==> src/shared/pcfg_consts.vh <==
// Register offsets, field layout, reset values and mode codes for the port.
`ifndef PCFG_CONSTS_VH
`define PCFG_CONSTS_VH
`define PCFG_ADDR_W            8
`define PCFG_BANK0             1'b0
`define PCFG_BANK1             1'b1
`define PCFG_OFF_P0_PULLUP     8'hE7
`define PCFG_OFF_P1_MODE_HIGH  8'hE4
`define PCFG_OFF_P1_MODE_LOW   8'hEB
`define PCFG_OFF_P1_DATA       8'hF1
`define PCFG_OFF_P1_OUT_PULLUP 8'hF2
`define PCFG_RST_P0_PULLUP     8'h00
`define PCFG_RST_P1_MODE       8'h00
`define PCFG_RST_P1_DATA       8'h00
`define PCFG_RST_P1_OUT_PULLUP 8'h00
`define PCFG_MODE_W            2
`define PCFG_MODE_IN           2'b00
`define PCFG_MODE_OPEN_DRAIN   2'b01
`define PCFG_MODE_PUSH_PULL    2'b10
`define PCFG_MODE_IN_PULLUP    2'b11
`endif

==> src/core/pcfg_pin.v <==
// One Port 1 pin: mode decode into drive, enable and pull-up controls.
`timescale 1ns/1ns
`default_nettype none
`include "pcfg_consts.vh"
module pcfg_pin (
  input  wire [1:0] i_mode,
  input  wire       i_out_value,
  input  wire       i_out_pullup,
  input  wire       i_pin_level,
  output reg        o_pin_out,
  output reg        o_pin_oe,
  output reg        o_pullup,
  output reg        o_read_value
);
  // ----------------------------------------------------------------
  // Mode decode.
  // ----------------------------------------------------------------
  always @* begin
    o_pin_out    = 1'b0;
    o_pin_oe     = 1'b0;
    o_pullup     = 1'b0;
    o_read_value = i_pin_level;
    case (i_mode)
      `PCFG_MODE_OPEN_DRAIN: begin
        o_pin_out    = 1'b0;
        o_pin_oe     = ~i_out_value;
        o_pullup     = i_out_pullup;
        o_read_value = i_out_value;
      end
      `PCFG_MODE_PUSH_PULL: begin
        o_pin_out    = i_out_value;
        o_pin_oe     = 1'b1;
        o_pullup     = i_out_pullup;
        o_read_value = i_out_value;
      end
      `PCFG_MODE_IN_PULLUP: begin
        o_pullup = 1'b1;
      end
      default: begin
        o_pullup = 1'b0;
      end
    endcase
  end
endmodule // pcfg_pin
`default_nettype wire

==> src/core/pcfg_port.v <==
// Port 1 configuration, data and pull-up registers with Port 0 pull-ups.
//
// Contract
// - One Port 0 pull-up bit per pin; 1 connects, 0 disconnects.
// - Port 0 pull-up register at set 1 bank 0 E7h, cleared by reset.
// - Port 1 data register at set 1 bank 1 F1h drives pins, reads state; reads in output modes return the register, not the pin.
// - Each Port 1 pin is input, input with pull-up, open-drain or push-pull.
// - High mode register covers pins 7..4, low covers 3..0, two bits each.
// - Reset clears both mode registers, so all pins start as inputs.
// - Mode 00 input, 01 open-drain, 10 push-pull, 11 input variant.
// - Input-mode pull-up of Port 1 comes from the mode field.
// - Output-mode pull-up enable per pin at set 1 bank 1 F2h, reset 0.
`timescale 1ns/1ns
`default_nettype none
`include "pcfg_consts.vh"
module pcfg_port #(
  parameter WIDTH = 8
) (
  input  wire             i_clk,
  input  wire             i_rst,
  input  wire             i_bank,
  input  wire [7:0]       i_addr,
  input  wire             i_wr,
  input  wire             i_rd,
  input  wire [7:0]       i_wdata,
  output reg  [7:0]       o_rdata,
  output reg              o_rhit,
  input  wire [WIDTH-1:0] i_p1_pin,
  output wire [WIDTH-1:0] o_p1_out,
  output wire [WIDTH-1:0] o_p1_oe,
  output wire [WIDTH-1:0] o_p1_pullup,
  output wire [WIDTH-1:0] o_p0_pullup
);
  // ----------------------------------------------------------------
  // Registers.
  // ----------------------------------------------------------------
  reg  [7:0]       port_zero_pullup_enable;
  reg  [7:0]       port_one_mode_high;
  reg  [7:0]       port_one_mode_low;
  reg  [7:0]       port_one_pin_data;
  reg  [7:0]       port_one_output_pullup_enable;
  reg  [WIDTH-1:0] pin_meta;
  reg  [WIDTH-1:0] pin_sync;
  wire [15:0]      mode_all;
  wire [WIDTH-1:0] read_bits;
  wire             sel_p0_pu;
  wire             sel_mode_h;
  wire             sel_mode_l;
  wire             sel_data;
  wire             sel_out_pu;
  wire             wr_p0_pu;
  wire             wr_mode_h;
  wire             wr_mode_l;
  wire             wr_data;
  wire             wr_out_pu;
  reg  [7:0]       next_rdata;
  reg              next_rhit;

  // ----------------------------------------------------------------
  // Address decode.
  // ----------------------------------------------------------------
  assign sel_p0_pu  = (i_bank == `PCFG_BANK0) &&
                      (i_addr == `PCFG_OFF_P0_PULLUP);
  assign sel_mode_h = (i_bank == `PCFG_BANK0) &&
                      (i_addr == `PCFG_OFF_P1_MODE_HIGH);
  assign sel_mode_l = (i_bank == `PCFG_BANK0) &&
                      (i_addr == `PCFG_OFF_P1_MODE_LOW);
  assign sel_data   = (i_bank == `PCFG_BANK1) &&
                      (i_addr == `PCFG_OFF_P1_DATA);
  assign sel_out_pu = (i_bank == `PCFG_BANK1) &&
                      (i_addr == `PCFG_OFF_P1_OUT_PULLUP);

  // ----------------------------------------------------------------
  // Write strobes.
  // ----------------------------------------------------------------
  assign wr_p0_pu  = i_wr & sel_p0_pu;
  assign wr_mode_h = i_wr & sel_mode_h;
  assign wr_mode_l = i_wr & sel_mode_l;
  assign wr_data   = i_wr & sel_data;
  assign wr_out_pu = i_wr & sel_out_pu;

  // ----------------------------------------------------------------
  // Port 0 pull-up enable register.
  // ----------------------------------------------------------------
  always @(posedge i_clk) begin
    if (i_rst) begin
      port_zero_pullup_enable <= `PCFG_RST_P0_PULLUP;
    end else if (wr_p0_pu) begin
      port_zero_pullup_enable <= i_wdata;
    end
  end

  // ----------------------------------------------------------------
  // Port 1 mode register, pins 7 to 4.
  // ----------------------------------------------------------------
  always @(posedge i_clk) begin
    if (i_rst) begin
      port_one_mode_high <= `PCFG_RST_P1_MODE;
    end else if (wr_mode_h) begin
      port_one_mode_high <= i_wdata;
    end
  end

  // ----------------------------------------------------------------
  // Port 1 mode register, pins 3 to 0.
  // ----------------------------------------------------------------
  always @(posedge i_clk) begin
    if (i_rst) begin
      port_one_mode_low <= `PCFG_RST_P1_MODE;
    end else if (wr_mode_l) begin
      port_one_mode_low <= i_wdata;
    end
  end

  // ----------------------------------------------------------------
  // Port 1 data register.
  // ----------------------------------------------------------------
  always @(posedge i_clk) begin
    if (i_rst) begin
      port_one_pin_data <= `PCFG_RST_P1_DATA;
    end else if (wr_data) begin
      port_one_pin_data <= i_wdata;
    end
  end

  // ----------------------------------------------------------------
  // Port 1 output-mode pull-up enable register.
  // ----------------------------------------------------------------
  always @(posedge i_clk) begin
    if (i_rst) begin
      port_one_output_pullup_enable <= `PCFG_RST_P1_OUT_PULLUP;
    end else if (wr_out_pu) begin
      port_one_output_pullup_enable <= i_wdata;
    end
  end

  // ----------------------------------------------------------------
  // Pin input synchroniser, first stage.
  // ----------------------------------------------------------------
  always @(posedge i_clk) begin
    if (i_rst) begin
      pin_meta <= {WIDTH{1'b0}};
    end else begin
      pin_meta <= i_p1_pin;
    end
  end

  // ----------------------------------------------------------------
  // Pin input synchroniser, second stage.
  // ----------------------------------------------------------------
  always @(posedge i_clk) begin
    if (i_rst) begin
      pin_sync <= {WIDTH{1'b0}};
    end else begin
      pin_sync <= pin_meta;
    end
  end

  // ----------------------------------------------------------------
  // Per-pin logic.
  // ----------------------------------------------------------------
  assign mode_all    = {port_one_mode_high, port_one_mode_low};
  assign o_p0_pullup = port_zero_pullup_enable[WIDTH-1:0];

  genvar g;
  generate
    for (g = 0; g < WIDTH; g = g + 1) begin : g_pin
      pcfg_pin u_pin (
        .i_mode       (mode_all[2*g+1:2*g]),
        .i_out_value  (port_one_pin_data[g]),
        .i_out_pullup (port_one_output_pullup_enable[g]),
        .i_pin_level  (pin_sync[g]),
        .o_pin_out    (o_p1_out[g]),
        .o_pin_oe     (o_p1_oe[g]),
        .o_pullup     (o_p1_pullup[g]),
        .o_read_value (read_bits[g])
      );
    end
  endgenerate

  // ----------------------------------------------------------------
  // Read path.
  // ----------------------------------------------------------------
  always @* begin
    next_rdata = 8'h00;
    next_rhit  = 1'b1;
    if (sel_p0_pu) begin
      next_rdata = port_zero_pullup_enable;
    end else if (sel_mode_h) begin
      next_rdata = port_one_mode_high;
    end else if (sel_mode_l) begin
      next_rdata = port_one_mode_low;
    end else if (sel_data) begin
      next_rdata = read_bits;
    end else if (sel_out_pu) begin
      next_rdata = port_one_output_pullup_enable;
    end else begin
      next_rhit = 1'b0;
    end
  end

  // ----------------------------------------------------------------
  // Read data register.
  // ----------------------------------------------------------------
  always @(posedge i_clk) begin
    if (i_rst) begin
      o_rdata <= 8'h00;
    end else if (i_rd) begin
      o_rdata <= next_rdata;
    end
  end

  // ----------------------------------------------------------------
  // Read hit pulse.
  // ----------------------------------------------------------------
  always @(posedge i_clk) begin
    if (i_rst) begin
      o_rhit <= 1'b0;
    end else begin
      o_rhit <= i_rd & next_rhit;
    end
  end
endmodule // pcfg_port
`default_nettype wire

==> config.mk <==
export PLATFORM = sky130hd
export DESIGN_NAME = pcfg_port
export DESIGN_NICKNAME = d
export VERILOG_FILES = /design/src/core/pcfg_pin.v /design/src/core/pcfg_port.v
export VERILOG_INCLUDE_DIRS = /design/src /design/src/shared
export SDC_FILE = /design/constraint.sdc
export NUM_CORES = 1
export LEC_CHECK = 0
export ABC_AREA = 0
export ABC_CLOCK_PERIOD_IN_PS = 1800
export BUFFER_PORTS_ARGS = -buffer_cell sky130_fd_sc_hd__buf_2
export CORE_MARGIN = 4
export CORE_UTILIZATION = 30
export DETAILED_ROUTE_END_ITERATION = 6
export PLACE_DENSITY = 0.59
export SLEW_MARGIN = 20
export SYNTH_ARGS = -nofsm -noshare
export SYNTH_HDL_FRONTEND = slang
export SYNTH_SLANG_ARGS = --single-unit
export TNS_END_PERCENT = 30
==> constraint.sdc <==
create_clock -name i_clk -period 1.8 [get_ports i_clk]
set_input_delay 0.18 -clock i_clk [delete_from_list [all_inputs] [get_ports i_clk]]
set_output_delay 0.18 -clock i_clk [all_outputs]
set_load 0.01 [all_outputs]
==> flow_summary.rst, run 1 <==
.. list-table::
   :header-rows: 1

   * - Metric
     - Value
   * - Commonest cells after routing, fill and taps aside
     - 69 x sky130_fd_sc_hd__buf_2, 62 x sky130_fd_sc_hd__nor2_1, 59 x sky130_fd_sc_hd__dfxtp_1
   * - Status
     - finished, final reports clean
   * - Combinational power share
     - 0.065
   * - Final Hold Viols
     - 0
   * - 1st-pass router iterations
     - 4
   * - Yosys synthesis warning count
     - 0
   * - Instance count of the mapped netlist
     - 411
   * - Peak Freq
     - 580 MHz
   * - Final period utilization
     - 0.957
   * - Initial standard-cell utilization of the core
     - 0.306
   * - Share of final-layout standard cells stronger than drive strength 1
     - 0.264
   * - Slew @ Worst Pin
     - 494 ps
   * - Post-synthesis cell type count
     - 30
   * - Average via count per standard cell
     - 4.83
   * - Global-route congestion overflow total
     - 0
   * - Crit-path leading delay family
     - flip-flops
   * - Bufs and invs on worst path
     - 2
   * - Clock tree from TritonCTS
     - done
   * - Shortest period the worst path allows
     - 1720 ps
   * - Power Internal
     - 2660 uW
   * - Clock insertion delay at the later pin of the skew report
     - 330 ps
   * - Total Power Consumption
     - 3470 uW
   * - Final setup violation count
     - 0
   * - Area inside the core boundary
     - 12,000 um2
   * - Total of flip-flops plus latches after synthesis
     - 65
   * - Global-route wire length before repair
     - 16,000 um
   * - Number of design-rule violations left by the first detailed-router iteration
     - 119
   * - Count of placed standard cells including taps
     - 608
   * - Critical path peak fanout
     - 5
   * - Clock network fraction of design power
     - 0.510
   * - CP Data Required Time
     - 1620 ps
   * - Cell type contributing the most total cell area after synthesis
     - sky130_fd_sc_hd__dfxtp_1
   * - Number of cells in the finished layout apart from fillers
     - 624
   * - Share of the synthesized area in the top cell type
     - 0.355
   * - Crit Path Class
     - reg -> out
   * - Antenna violations before repair
     - 0
   * - Clock transition time at the flip-flop clock pins of the worst setup and hold paths
     - 60 ps
   * - Number of I/O pins
     - 70
   * - Sequential fraction of the synthesis area
     - 0.355
   * - Clock buffer count from CTS
     - 9
   * - Clock tree root driver cell
     - sky130_fd_sc_hd__clkbuf_16
   * - Delay of the slowest cell on the worst path
     - 430 ps
   * - Via count of the routed design
     - 3,012
   * - Maximum Capacitance Violations
     - 0
   * - Vias in the first global route
     - 3,084
   * - Die footprint
     - 14,000 um2
   * - Clock Skews
     - 3.51 ps
   * - Prevailing post-synth register cell
     - sky130_fd_sc_hd__dfxtp_1
   * - CP cell instances
     - inv_1, ha_1, a21oi_1, nor2_1, buf_2
   * - Layout area overhead
     - 21.1%
   * - Path type of the worst min-delay path
     - in -> reg
   * - Post-route setup TNS
     - 0 ps
   * - Worst endpoint data arrival time
     - 1540 ps
   * - CTS Sinks
     - 65
   * - Count of flip-flops with a built-in enable after synthesis
     - 0
   * - NumNets Final
     - 533
   * - Die Wd
     - 118 um
   * - Unrepaired setup endpoints after global routing
     - yes
   * - Power per cell area
     - 783 nW/um2
   * - Pin count of the biggest net entering global routing
     - 33
   * - P_leak
     - 0.00209 uW
   * - Fraction of power consumed by sequential logic
     - 0.425
   * - Fill cell count
     - 1,229
   * - Vertical die dimension
     - 118 um
   * - Hold buffers post-CTS
     - 0
   * - Crit. End Element
     - output port
   * - Most common cell after layout, fill and taps aside
     - sky130_fd_sc_hd__buf_2
   * - Post-synthesis async set-or-reset flop share
     - 0
   * - Max H-tree Level
     - 3
   * - DRC violations left
     - 0
   * - Psw
     - 809 uW
   * - Final ANT Viol Nets
     - 0
   * - Maximum clock insertion buffer count
     - 2
   * - Total nets after synthesis
     - 472
   * - Proportion of total power due to net switching
     - 0.233
   * - Antenna cells
     - 0
   * - Startpoint type of the worst setup path
     - flip-flop
   * - Worst max-slew margin expressed relative to the limit
     - 0.669
   * - Placement Rows
     - 40
   * - Register cell area after layout
     - 1310 um2
   * - Final Slew Violations
     - 0
   * - Final Routed Wirelength
     - 9800 um
   * - Mean area per synthesized cell
     - 8.91 um2
   * - Placed wire-length estimate after detailed placement
     - 7480 um
   * - Last weighted congestion value of the routability-driven placer
     - 0.825
   * - Total global-route track usage
     - 0.143
   * - I/O Buffers
     - 69
   * - Post-synth design cell area
     - 3660 um2
   * - Cell types with the largest area share after synthesis
     - sky130_fd_sc_hd__dfxtp_1 36%, sky130_fd_sc_hd__mux2i_1 13%, sky130_fd_sc_hd__ha_1 11%
   * - Slowest cell on the critical path
     - sky130_fd_sc_hd__dfxtp_1
   * - Area taken by multi-input logic gates
     - 2060 um2
   * - Largest vdd supply drop
     - 0.519 mV
   * - Average wire per standard cell
     - 15.7 um
[through the flow]
stage	area, um2	setup WS, ps	utilization	hold slack (ps)
after detailed placement	4100	80.1	0.342	394
after global routing	4430	-15.6	0.371	56.3
after CTS	4400	12.9	0.368	48.0
final	4430	76.7	0.371	55.8
after global placement	4100	134	0.342	390
after floorplan	3660	221	-	308
[synthesized netlist by cell type (5+ instances only)]
| cell | instances |
|---|---|
| sky130_fd_sc_hd__a22oi_1 | 6 |
| sky130_fd_sc_hd__a21oi_1 | 32 |
| sky130_fd_sc_hd__buf_4 | 25 |
| sky130_fd_sc_hd__nand2_1 | 8 |
| sky130_fd_sc_hd__nand3_2 | 5 |
| sky130_fd_sc_hd__and2_1 | 9 |
| sky130_fd_sc_hd__o22ai_1 | 8 |
| sky130_fd_sc_hd__o21ai_0 | 14 |
| sky130_fd_sc_hd__dfxtp_1 | 65 |
| sky130_fd_sc_hd__buf_2 | 5 |
| sky130_fd_sc_hd__o32ai_1 | 6 |
| sky130_fd_sc_hd__mux2i_1 | 48 |
| sky130_fd_sc_hd__inv_1 | 16 |
| sky130_fd_sc_hd__clkbuf_1 | 10 |
| sky130_fd_sc_hd__nor2b_1 | 26 |
| sky130_fd_sc_hd__o21a_1 | 8 |
| sky130_fd_sc_hd__nor2_1 | 62 |
| sky130_fd_sc_hd__ha_1 | 32 |
[registers in the layout, indices dropped and copies added (netlist names)]
name and count:
port_one_output_pullup_enable 8, o_p0_pullup 8, port_one_mode_high 8, port_one_pin_data 8, port_one_mode_low 8, o_rdata 8, pin_sync 8, pin_meta 8
o_rhit 1
[kinds of logic after synthesis]
| group | Yosys count | synth area share |
|---|---|---|
| compound gates | 80 | 0.133 |
| fa+ha+maj | 32 | 0.109 |
| buf+inv | 57 | 0.0878 |
| flops | 65 | 0.355 |
| mux | 48 | 0.131 |
| simple gates | 129 | 0.184 |
[layout make-up]
type / instances / share of cell area
multi-input combinational: 289 / 0.466
tap: 147 / 0.0415
inverter: 16 / 0.0135
timing repair buffer: 91 / 0.115
clock buffer: 10 / 0.0539
sequential: 65 / 0.295
clock inverter: 6 / 0.0152
[power groups by stage]
stage / registers (uW) / clock network [uW] / logic (uW)
global route: 1480 / 1870 / 249
CTS: 1480 / 1800 / 222
detailed placement: 1510 / 0 / 221
finish: 1480 / 1770 / 225
floorplan: 1510 / 0 / 121
global placement: 1510 / 0 / 220
[worst register-to-register path, stage by stage, from the launching register on]
cell	delay [ps]
sky130_fd_sc_hd__dfxtp_1	320
sky130_fd_sc_hd__inv_1	60
sky130_fd_sc_hd__ha_1	340
sky130_fd_sc_hd__mux2i_1	130
sky130_fd_sc_hd__nor2_1	90
sky130_fd_sc_hd__a21oi_1	60
sky130_fd_sc_hd__o311a_1	300
sky130_fd_sc_hd__nor4_2	260
[metal layers]
| metal | GRT usage | vias to the layer above | routed length (um) |
|---|---|---|---|
| li1 | - | 1511 | - |
| met5 | 0 | - | 0 |
| met4 | 0.0536 | 0 | 166 |
| met3 | 0.0316 | 14 | 554 |
| met2 | 0.233 | 88 | 4590 |
| met1 | 0.185 | 1399 | 4500 |
[what timing repair did]
action                                  in CTS  in global routing
gates resized for setup                      0                  9
setup buffers                                0                  0
endpoints found under the hold margin        0                  0
endpoints found under the setup margin       0                  7
[path summary, 6_finish.rpt]
path	from	end	slack, ps	cells past startpoint
worst max-delay path	port_one_mode_high[1]	o_p1_pullup[4]	80	5
worst min-delay path	i_p1_pin[1]	pin_meta[1]	60	2
worst max register to register	port_one_mode_low[0]	o_rdata[0]	140	7
worst min register to register	pin_meta[3]	pin_sync[3]	440	1
No activity file was read; power rests on OpenSTA's default activity.
==> run 2: changes to the inputs <==
Settings changed: CELL_PAD_IN_SITES_DETAIL_PLACEMENT set to 2, CELL_PAD_IN_SITES_GLOBAL_PLACEMENT set to 2, PLACE_DENSITY 0.59 to 0.82.
==> run 2 against run 1 <==
  * Combinational power is 5% higher
  * Via count grew 6.9%
  * Non-clock buffer count grew 3
  * Core utilization is 0.51 points higher
  * First-iteration DRC count decreased by 31%
  * Global-route usage rose by 3.6 points
  * Critical endpoint is now o_p1_pullup[7]
==> flow_summary.rst, run 2 (synthesized netlist as in run 1, its figures left out) <==
.. list-table::
   :header-rows: 1

   * - Metric
     - Value
   * - Antenna violations before repair
     - 1 (+1)
   * - Maximum clock insertion buffer count
     - 2 (unchanged)
   * - Antenna cells
     - 0 (unchanged)
   * - Crit. End Element
     - output port
   * - Delay of the slowest cell on the worst path
     - 420 ps (about the same)
   * - Commonest cells after routing, fill and taps aside
     - 69 x sky130_fd_sc_hd__buf_2, 62 x sky130_fd_sc_hd__nor2_1, 57 x sky130_fd_sc_hd__dfxtp_1
   * - Bufs and invs on worst path
     - 2 (unchanged)
   * - Area taken by multi-input logic gates
     - 2060 um2 (unchanged)
   * - Average wire per standard cell
     - 19.6 um (+25%)
   * - Pin count of the biggest net entering global routing
     - 33 (unchanged)
   * - Maximum Capacitance Violations
     - 0 (unchanged)
   * - NumNets Final
     - 536 (+0.56%)
   * - Unrepaired setup endpoints after global routing
     - yes
   * - Clock tree root driver cell
     - sky130_fd_sc_hd__clkbuf_16
   * - Global-route congestion overflow total
     - 0 (unchanged)
   * - Via count of the routed design
     - 3,221 (+6.9%)
   * - Total Power Consumption
     - 3660 uW (+5.3%)
   * - Clock insertion delay at the later pin of the skew report
     - 330 ps (about the same)
   * - Worst max-slew margin expressed relative to the limit
     - 0.576 (-0.0928)
   * - Number of cells in the finished layout apart from fillers
     - 626 (+0.32%)
   * - CTS Sinks
     - 65 (unchanged)
   * - Placement Rows
     - 40 (unchanged)
   * - Clock Skews
     - 4.12 ps (+0.604 ps)
   * - Initial standard-cell utilization of the core
     - 0.306 (unchanged)
   * - 1st-pass router iterations
     - 4 (unchanged)
   * - Clock buffer count from CTS
     - 9 (unchanged)
   * - Worst endpoint data arrival time
     - 1520 ps (-20 ps)
   * - Hold buffers post-CTS
     - 0 (unchanged)
   * - Slowest cell on the critical path
     - sky130_fd_sc_hd__dfxtp_1
   * - Area inside the core boundary
     - 12,000 um2 (unchanged)
   * - Number of I/O pins
     - 70 (unchanged)
   * - Crit-path leading delay family
     - flip-flops
   * - Final ANT Viol Nets
     - 0 (unchanged)
   * - Clock transition time at the flip-flop clock pins of the worst setup and hold paths
     - 50 ps (about the same)
   * - Shortest period the worst path allows
     - 1700 ps (-27.5 ps)
   * - Critical path peak fanout
     - 5 (unchanged)
   * - Layout area overhead
     - 22.8%
   * - Fill cell count
     - 1,340 (+9.0%)
   * - Vertical die dimension
     - 118 um (unchanged)
   * - P_leak
     - 0.00213 uW (+1.9%)
   * - Last weighted congestion value of the routability-driven placer
     - 0.802 (-2.7%)
   * - Final setup violation count
     - 0 (unchanged)
   * - CP Data Required Time
     - 1620 ps (about the same)
   * - Vias in the first global route
     - 3,687 (+20%)
   * - Count of placed standard cells including taps
     - 611 (+0.49%)
   * - Share of final-layout standard cells stronger than drive strength 1
     - 0.269 (+0.00516)
   * - Path type of the worst min-delay path
     - in -> reg
   * - Status
     - finished, final reports clean
   * - Global-route wire length before repair
     - 19,900 um (+24%)
   * - Max H-tree Level
     - 3 (unchanged)
   * - Most common cell after layout, fill and taps aside
     - sky130_fd_sc_hd__buf_2
   * - Slew @ Worst Pin
     - 633 ps (+139 ps)
   * - I/O Buffers
     - 69 (unchanged)
   * - Clock tree from TritonCTS
     - done
   * - Startpoint type of the worst setup path
     - flip-flop
   * - Crit Path Class
     - reg -> out
   * - Final Slew Violations
     - 0 (unchanged)
   * - Number of design-rule violations left by the first detailed-router iteration
     - 82 (-31%)
   * - Die footprint
     - 14,000 um2 (unchanged)
   * - Register cell area after layout
     - 1310 um2 (+0.19%)
   * - Peak Freq
     - 590 MHz (+1.6%)
   * - Average via count per standard cell
     - 5.15 (+6.6%)
   * - Total global-route track usage
     - 0.179 (+0.0359)
   * - Placed wire-length estimate after detailed placement
     - 9080 um (+21%)
   * - Largest vdd supply drop
     - 0.325 mV (-37%)
   * - Power per cell area
     - 813 nW/um2 (+3.8%)
   * - Final period utilization
     - 0.942 (-0.0153)
   * - DRC violations left
     - 0 (unchanged)
   * - Number of buffers inserted by post-CTS setup repair
     - 0 (unchanged)
   * - Final Hold Viols
     - 0 (unchanged)
   * - Die Wd
     - 118 um (unchanged)
   * - Final Routed Wirelength
     - 12,300 um (+25%)
   * - CP cell instances
     - inv_1, ha_1, a21oi_1, nor2_1, buf_2
[run 2: routing by layer]
layer / track usage / up-vias / part of all wire
met5: 0 / - / 0.0011
met3: 0.0364 / 23 / 0.044
li1: - / 1514 / -
met2: 0.324 / 70 / 0.51
met1: 0.210 / 1612 / 0.43
met4: 0.0587 / 2 / 0.019
[run 2: what timing repair did]
action | 4_1_cts | 5_1_grt
endpoints found under the hold margin | 0 | 0
resized for setup | 0 | 11
setup endpoints to repair | 0 | 8
[run 2: worst reg2reg max path, delay by kind of cell, from the launching register on]
kind	cells	cell delay, ps
DFF	1	350
AOI/OAI and AO/OA	2	360
muxes	1	140
adders and majority gates	1	320
buffers and inverters	1	80
and+or+nand+nor	2	360
[run 2: final timing paths]
check             depth (start not counted)                  start              to  slack [ps]
setup / recovery                          5  port_one_mode_high[7]  o_p1_pullup[7]         100
hold / removal                            2            i_p1_pin[6]     pin_meta[6]          60
setup reg to reg                          7   port_one_mode_low[1]      o_rdata[0]         120
hold reg to reg                           1            pin_meta[0]     pin_sync[0]         440
[run 2: power breakdown]
group | switching [uW] | internal [uW]
logic | 147 | 88.8
registers | 13.4 | 1470
clock network | 621 | 1320
[run 2: layout make-up]
| class | count | share of cell area |
|---|---|---|
| inverter | 16 | 0.0134 |
| timing repair buffer | 94 | 0.121 |
| tap | 147 | 0.0409 |
| clock inverter | 2 | 0.0134 |
| sequential | 65 | 0.292 |
| multi-input combinational | 289 | 0.459 |
| clock buffer | 13 | 0.0601 |
[run 2: through the flow]
step                utilization  setup slack [ps]  TNS, ps  instance area (um2)  hold slack [ps]
floorplan                     -               221        0                 3660              308
global placement          0.345               165        0                 4130              392
detailed placement        0.345              56.8        0                 4130              401
CTS                       0.373              5.40        0                 4460             62.9
global route              0.376             -19.2    -19.2                 4500             73.8
finish                    0.376               104        0                 4500             64.9
==> run 3: changes to the inputs <==
Settings changed: CORE_ASPECT_RATIO set to 1.5.
==> run 3 against run 2 <==
  * Global-route usage increased by 0.27 points
  * Flip-flop and latch count unchanged
  * First-iteration DRC count increased by 43%
  * Final area increased by 1.5%
  * Setup slack got worse by 13 ps
  * Clock power increased by 6%
  * Die area increased by 0.26%
  * Sequential power about the same
  * Combinational power about the same
  * Critical path depth unchanged
  * Critical path type unchanged
==> flow_summary.rst, run 3 (synthesized netlist as in run 1, its figures left out) <==
.. list-table::
   :header-rows: 1

   * - Metric
     - Value
   * - R2r startpoint
     - port_one_mode_low[2]
   * - Largest vdd supply drop
     - 0.455 mV (+40%)
   * - End of the worst register-to-register path
     - o_rdata[1]
   * - Worst endpoint data arrival time
     - 1530 ps (about the same)
   * - R2r worst-path depth
     - 7 (unchanged)
   * - Path type of the worst min-delay path
     - in -> reg
   * - Pin count of the biggest net entering global routing
     - 59 (+79%)
   * - Area taken by multi-input logic gates
     - 2060 um2 (-0.30%)
   * - Number of cells in the finished layout apart from fillers
     - 638 (+1.9%)
   * - Area inside the core boundary
     - 12,000 um2 (about the same)
   * - Last weighted congestion value of the routability-driven placer
     - 0.885 (+10%)
   * - CTS Sinks
     - 65 (unchanged)
   * - Clock tree from TritonCTS
     - done
   * - Count of placed standard cells including taps
     - 622 (+1.8%)
   * - Final ANT Viol Nets
     - 0 (unchanged)
   * - Peak Freq
     - 585 MHz (-0.74%)
   * - Clock insertion delay at the later pin of the skew report
     - 340 ps (about the same)
   * - Share of final-layout standard cells stronger than drive strength 1
     - 0.268 (-0.00127)
   * - Cell area reported after detailed placement
     - 4190 um2 (+1.4%)
   * - Die footprint
     - 14,100 um2 (+0.26%)
   * - Vias in the first global route
     - 3,701 (+0.38%)
   * - Final period utilization
     - 0.949 (+0.00704)
   * - Average wire per standard cell
     - 19.1 um (-2.5%)
   * - NumNets Final
     - 541 (+0.93%)
   * - Most common cell after layout, fill and taps aside
     - sky130_fd_sc_hd__buf_2
   * - Worst max-slew margin expressed relative to the limit
     - 0.650 (+0.0733)
   * - Global-route congestion overflow total
     - 0 (unchanged)
   * - CP Data Required Time
     - 1620 ps (about the same)
   * - I/O Buffers
     - 69 (unchanged)
   * - Total Power Consumption
     - 3770 uW (+3.2%)
   * - Clock buffer count from CTS
     - 9 (unchanged)
   * - Clock transition time at the flip-flop clock pins of the worst setup and hold paths
     - 50 ps (about the same)
   * - Critical path peak fanout
     - 5 (unchanged)
   * - Total global-route track usage
     - 0.182 (+0.00273)
   * - Maximum Capacitance Violations
     - 0 (unchanged)
   * - Clock Skews
     - 4.54 ps (+0.425 ps)
   * - Hold path startpoint
     - i_p1_pin[0]
   * - Die Wd
     - 98.2 um (-17%)
   * - Status
     - finished, final reports clean
   * - Fill cell count
     - 1,368 (+2.1%)
   * - Layout Cell Area excl Fill
     - 4560 um2 (+1.5%)
   * - Crit. End Element
     - output port
   * - Final Slew Violations
     - 0 (unchanged)
   * - Number of I/O pins
     - 70 (unchanged)
   * - Worst hold path endpoint
     - pin_meta[0]
   * - Register cell area after layout
     - 1310 um2 (-0.48%)
   * - Placed wire-length estimate after detailed placement
     - 9290 um (+2.4%)
   * - 1st-pass router iterations
     - 4 (unchanged)
   * - Post-route setup TNS
     - 0 ps (unchanged)
   * - Unrepaired setup endpoints after global routing
     - no
   * - Hold buffers post-CTS
     - 0 (unchanged)
   * - Number of cells on the worst hold path
     - 2 (unchanged)
   * - Vertical die dimension
     - 143 um (+21%)
   * - Final setup violation count
     - 0 (unchanged)
   * - Shortest period the worst path allows
     - 1710 ps (+12.7 ps)
   * - Power per cell area
     - 827 nW/um2 (+1.7%)
   * - Crit Path Class
     - reg -> out
   * - Startpoint type of the worst setup path
     - flip-flop
   * - P_leak
     - 0.00216 uW (+1.2%)
   * - Antenna violations before repair
     - 0 (-1)
   * - Antenna cells
     - 0 (unchanged)
   * - Layout area overhead
     - 24.6%
   * - Via count of the routed design
     - 3,184 (-1.1%)
   * - Max H-tree Level
     - 3 (unchanged)
   * - Final Hold Viols
     - 0 (unchanged)
   * - Commonest cells after routing, fill and taps aside
     - 69 x sky130_fd_sc_hd__buf_2, 62 x sky130_fd_sc_hd__nor2_1, 62 x sky130_fd_sc_hd__dfxtp_1
   * - Number of gates resized after cts
     - 0 (unchanged)
   * - Initial standard-cell utilization of the core
     - 0.306 (about the same)
   * - DRC violations left
     - 0 (unchanged)
   * - Slew @ Worst Pin
     - 524 ps (-110 ps)
   * - Maximum clock insertion buffer count
     - 2 (unchanged)
   * - Number of buffers inserted by post-CTS setup repair
     - 0 (unchanged)
   * - Average via count per standard cell
     - 4.99 (-3.0%)
   * - Global-route wire length before repair
     - 19,800 um (-0.80%)
   * - Placement Rows
     - 49 (+23%)
   * - Clock tree root driver cell
     - sky130_fd_sc_hd__clkbuf_16
   * - Number of design-rule violations left by the first detailed-router iteration
     - 117 (+43%)
   * - Final Routed Wirelength
     - 12,200 um (-0.60%)
   * - Setup slack, reg-to-reg
     - 110 ps (about the same)
## run 3: cell count changes in the layout (fill, tap and decap cells not counted), moves of 2 or more
cell,change
sky130_fd_sc_hd__dfxtp_2,-5
sky130_fd_sc_hd__clkbuf_8,-2
sky130_fd_sc_hd__dfxtp_1,+5
sky130_fd_sc_hd__clkinvlp_4,+2
sky130_fd_sc_hd__buf_4,+4
## run 3: per-layer routing
metal  vias to the layer above  global-route usage  routed length (um)
li1                       1525                   -                   -
met1                      1565               0.186                4590
met2                        69               0.357                6910
met3                        25              0.0282                 341
met4                         0              0.0835                 364
met5                         -                   0                   0
## run 3: worst max-delay path by stage
stage / slack, ps / to / startpoint
5_1_grt: 10 / o_p1_pullup[3] / port_one_mode_low[6]
3_5_place_dp: 100 / o_rdata[1] / port_one_mode_low[2]
4_1_cts: 10 / o_p1_pullup[4] / port_one_mode_high[0]
2_1_floorplan: 220 / o_rdata[0] / port_one_mode_low[0]
6_report: 90 / o_p1_pullup[4] / port_one_mode_high[1]
3_3_place_gp: 220 / o_rdata[1] / port_one_mode_low[2]
## run 3: per-stage QoR
stage | hold WS (ps) | utilization | worst slack [ps]
floorplan | 308 | - | 221
global placement | 386 | 0.350 | 223
detailed placement | 395 | 0.350 | 101
CTS | 46.6 | 0.380 | 11.8
global route | 56.7 | 0.382 | 9.53
finish | 50.3 | 0.382 | 91.6
## run 3: critical path, stage by stage (launching register included)
cell	delay, ps
sky130_fd_sc_hd__dfxtp_1	430
sky130_fd_sc_hd__inv_1	90
sky130_fd_sc_hd__ha_1	330
sky130_fd_sc_hd__a21oi_1	160
sky130_fd_sc_hd__nor2_1	50
sky130_fd_sc_hd__buf_2	130
## run 3: layout make-up
cell class | count | area share
Multi-Input combinational cell | 289 | 0.451
Sequential cell | 65 | 0.286
Clock buffer | 10 | 0.0524
Timing Repair Buffer | 99 | 0.131
Tap cell | 153 | 0.0420
Inverter | 16 | 0.0132
Clock inverter | 6 | 0.0250
## run 3: report_power, final
part	leakage (uW)	internal, uW	switching (uW)	total (uW)
clock	0.000165	1390	664	2060
sequential	0.000530	1470	12.2	1480
combinational	0.00146	89.7	147	236
total	0.00216	2950	823	3770
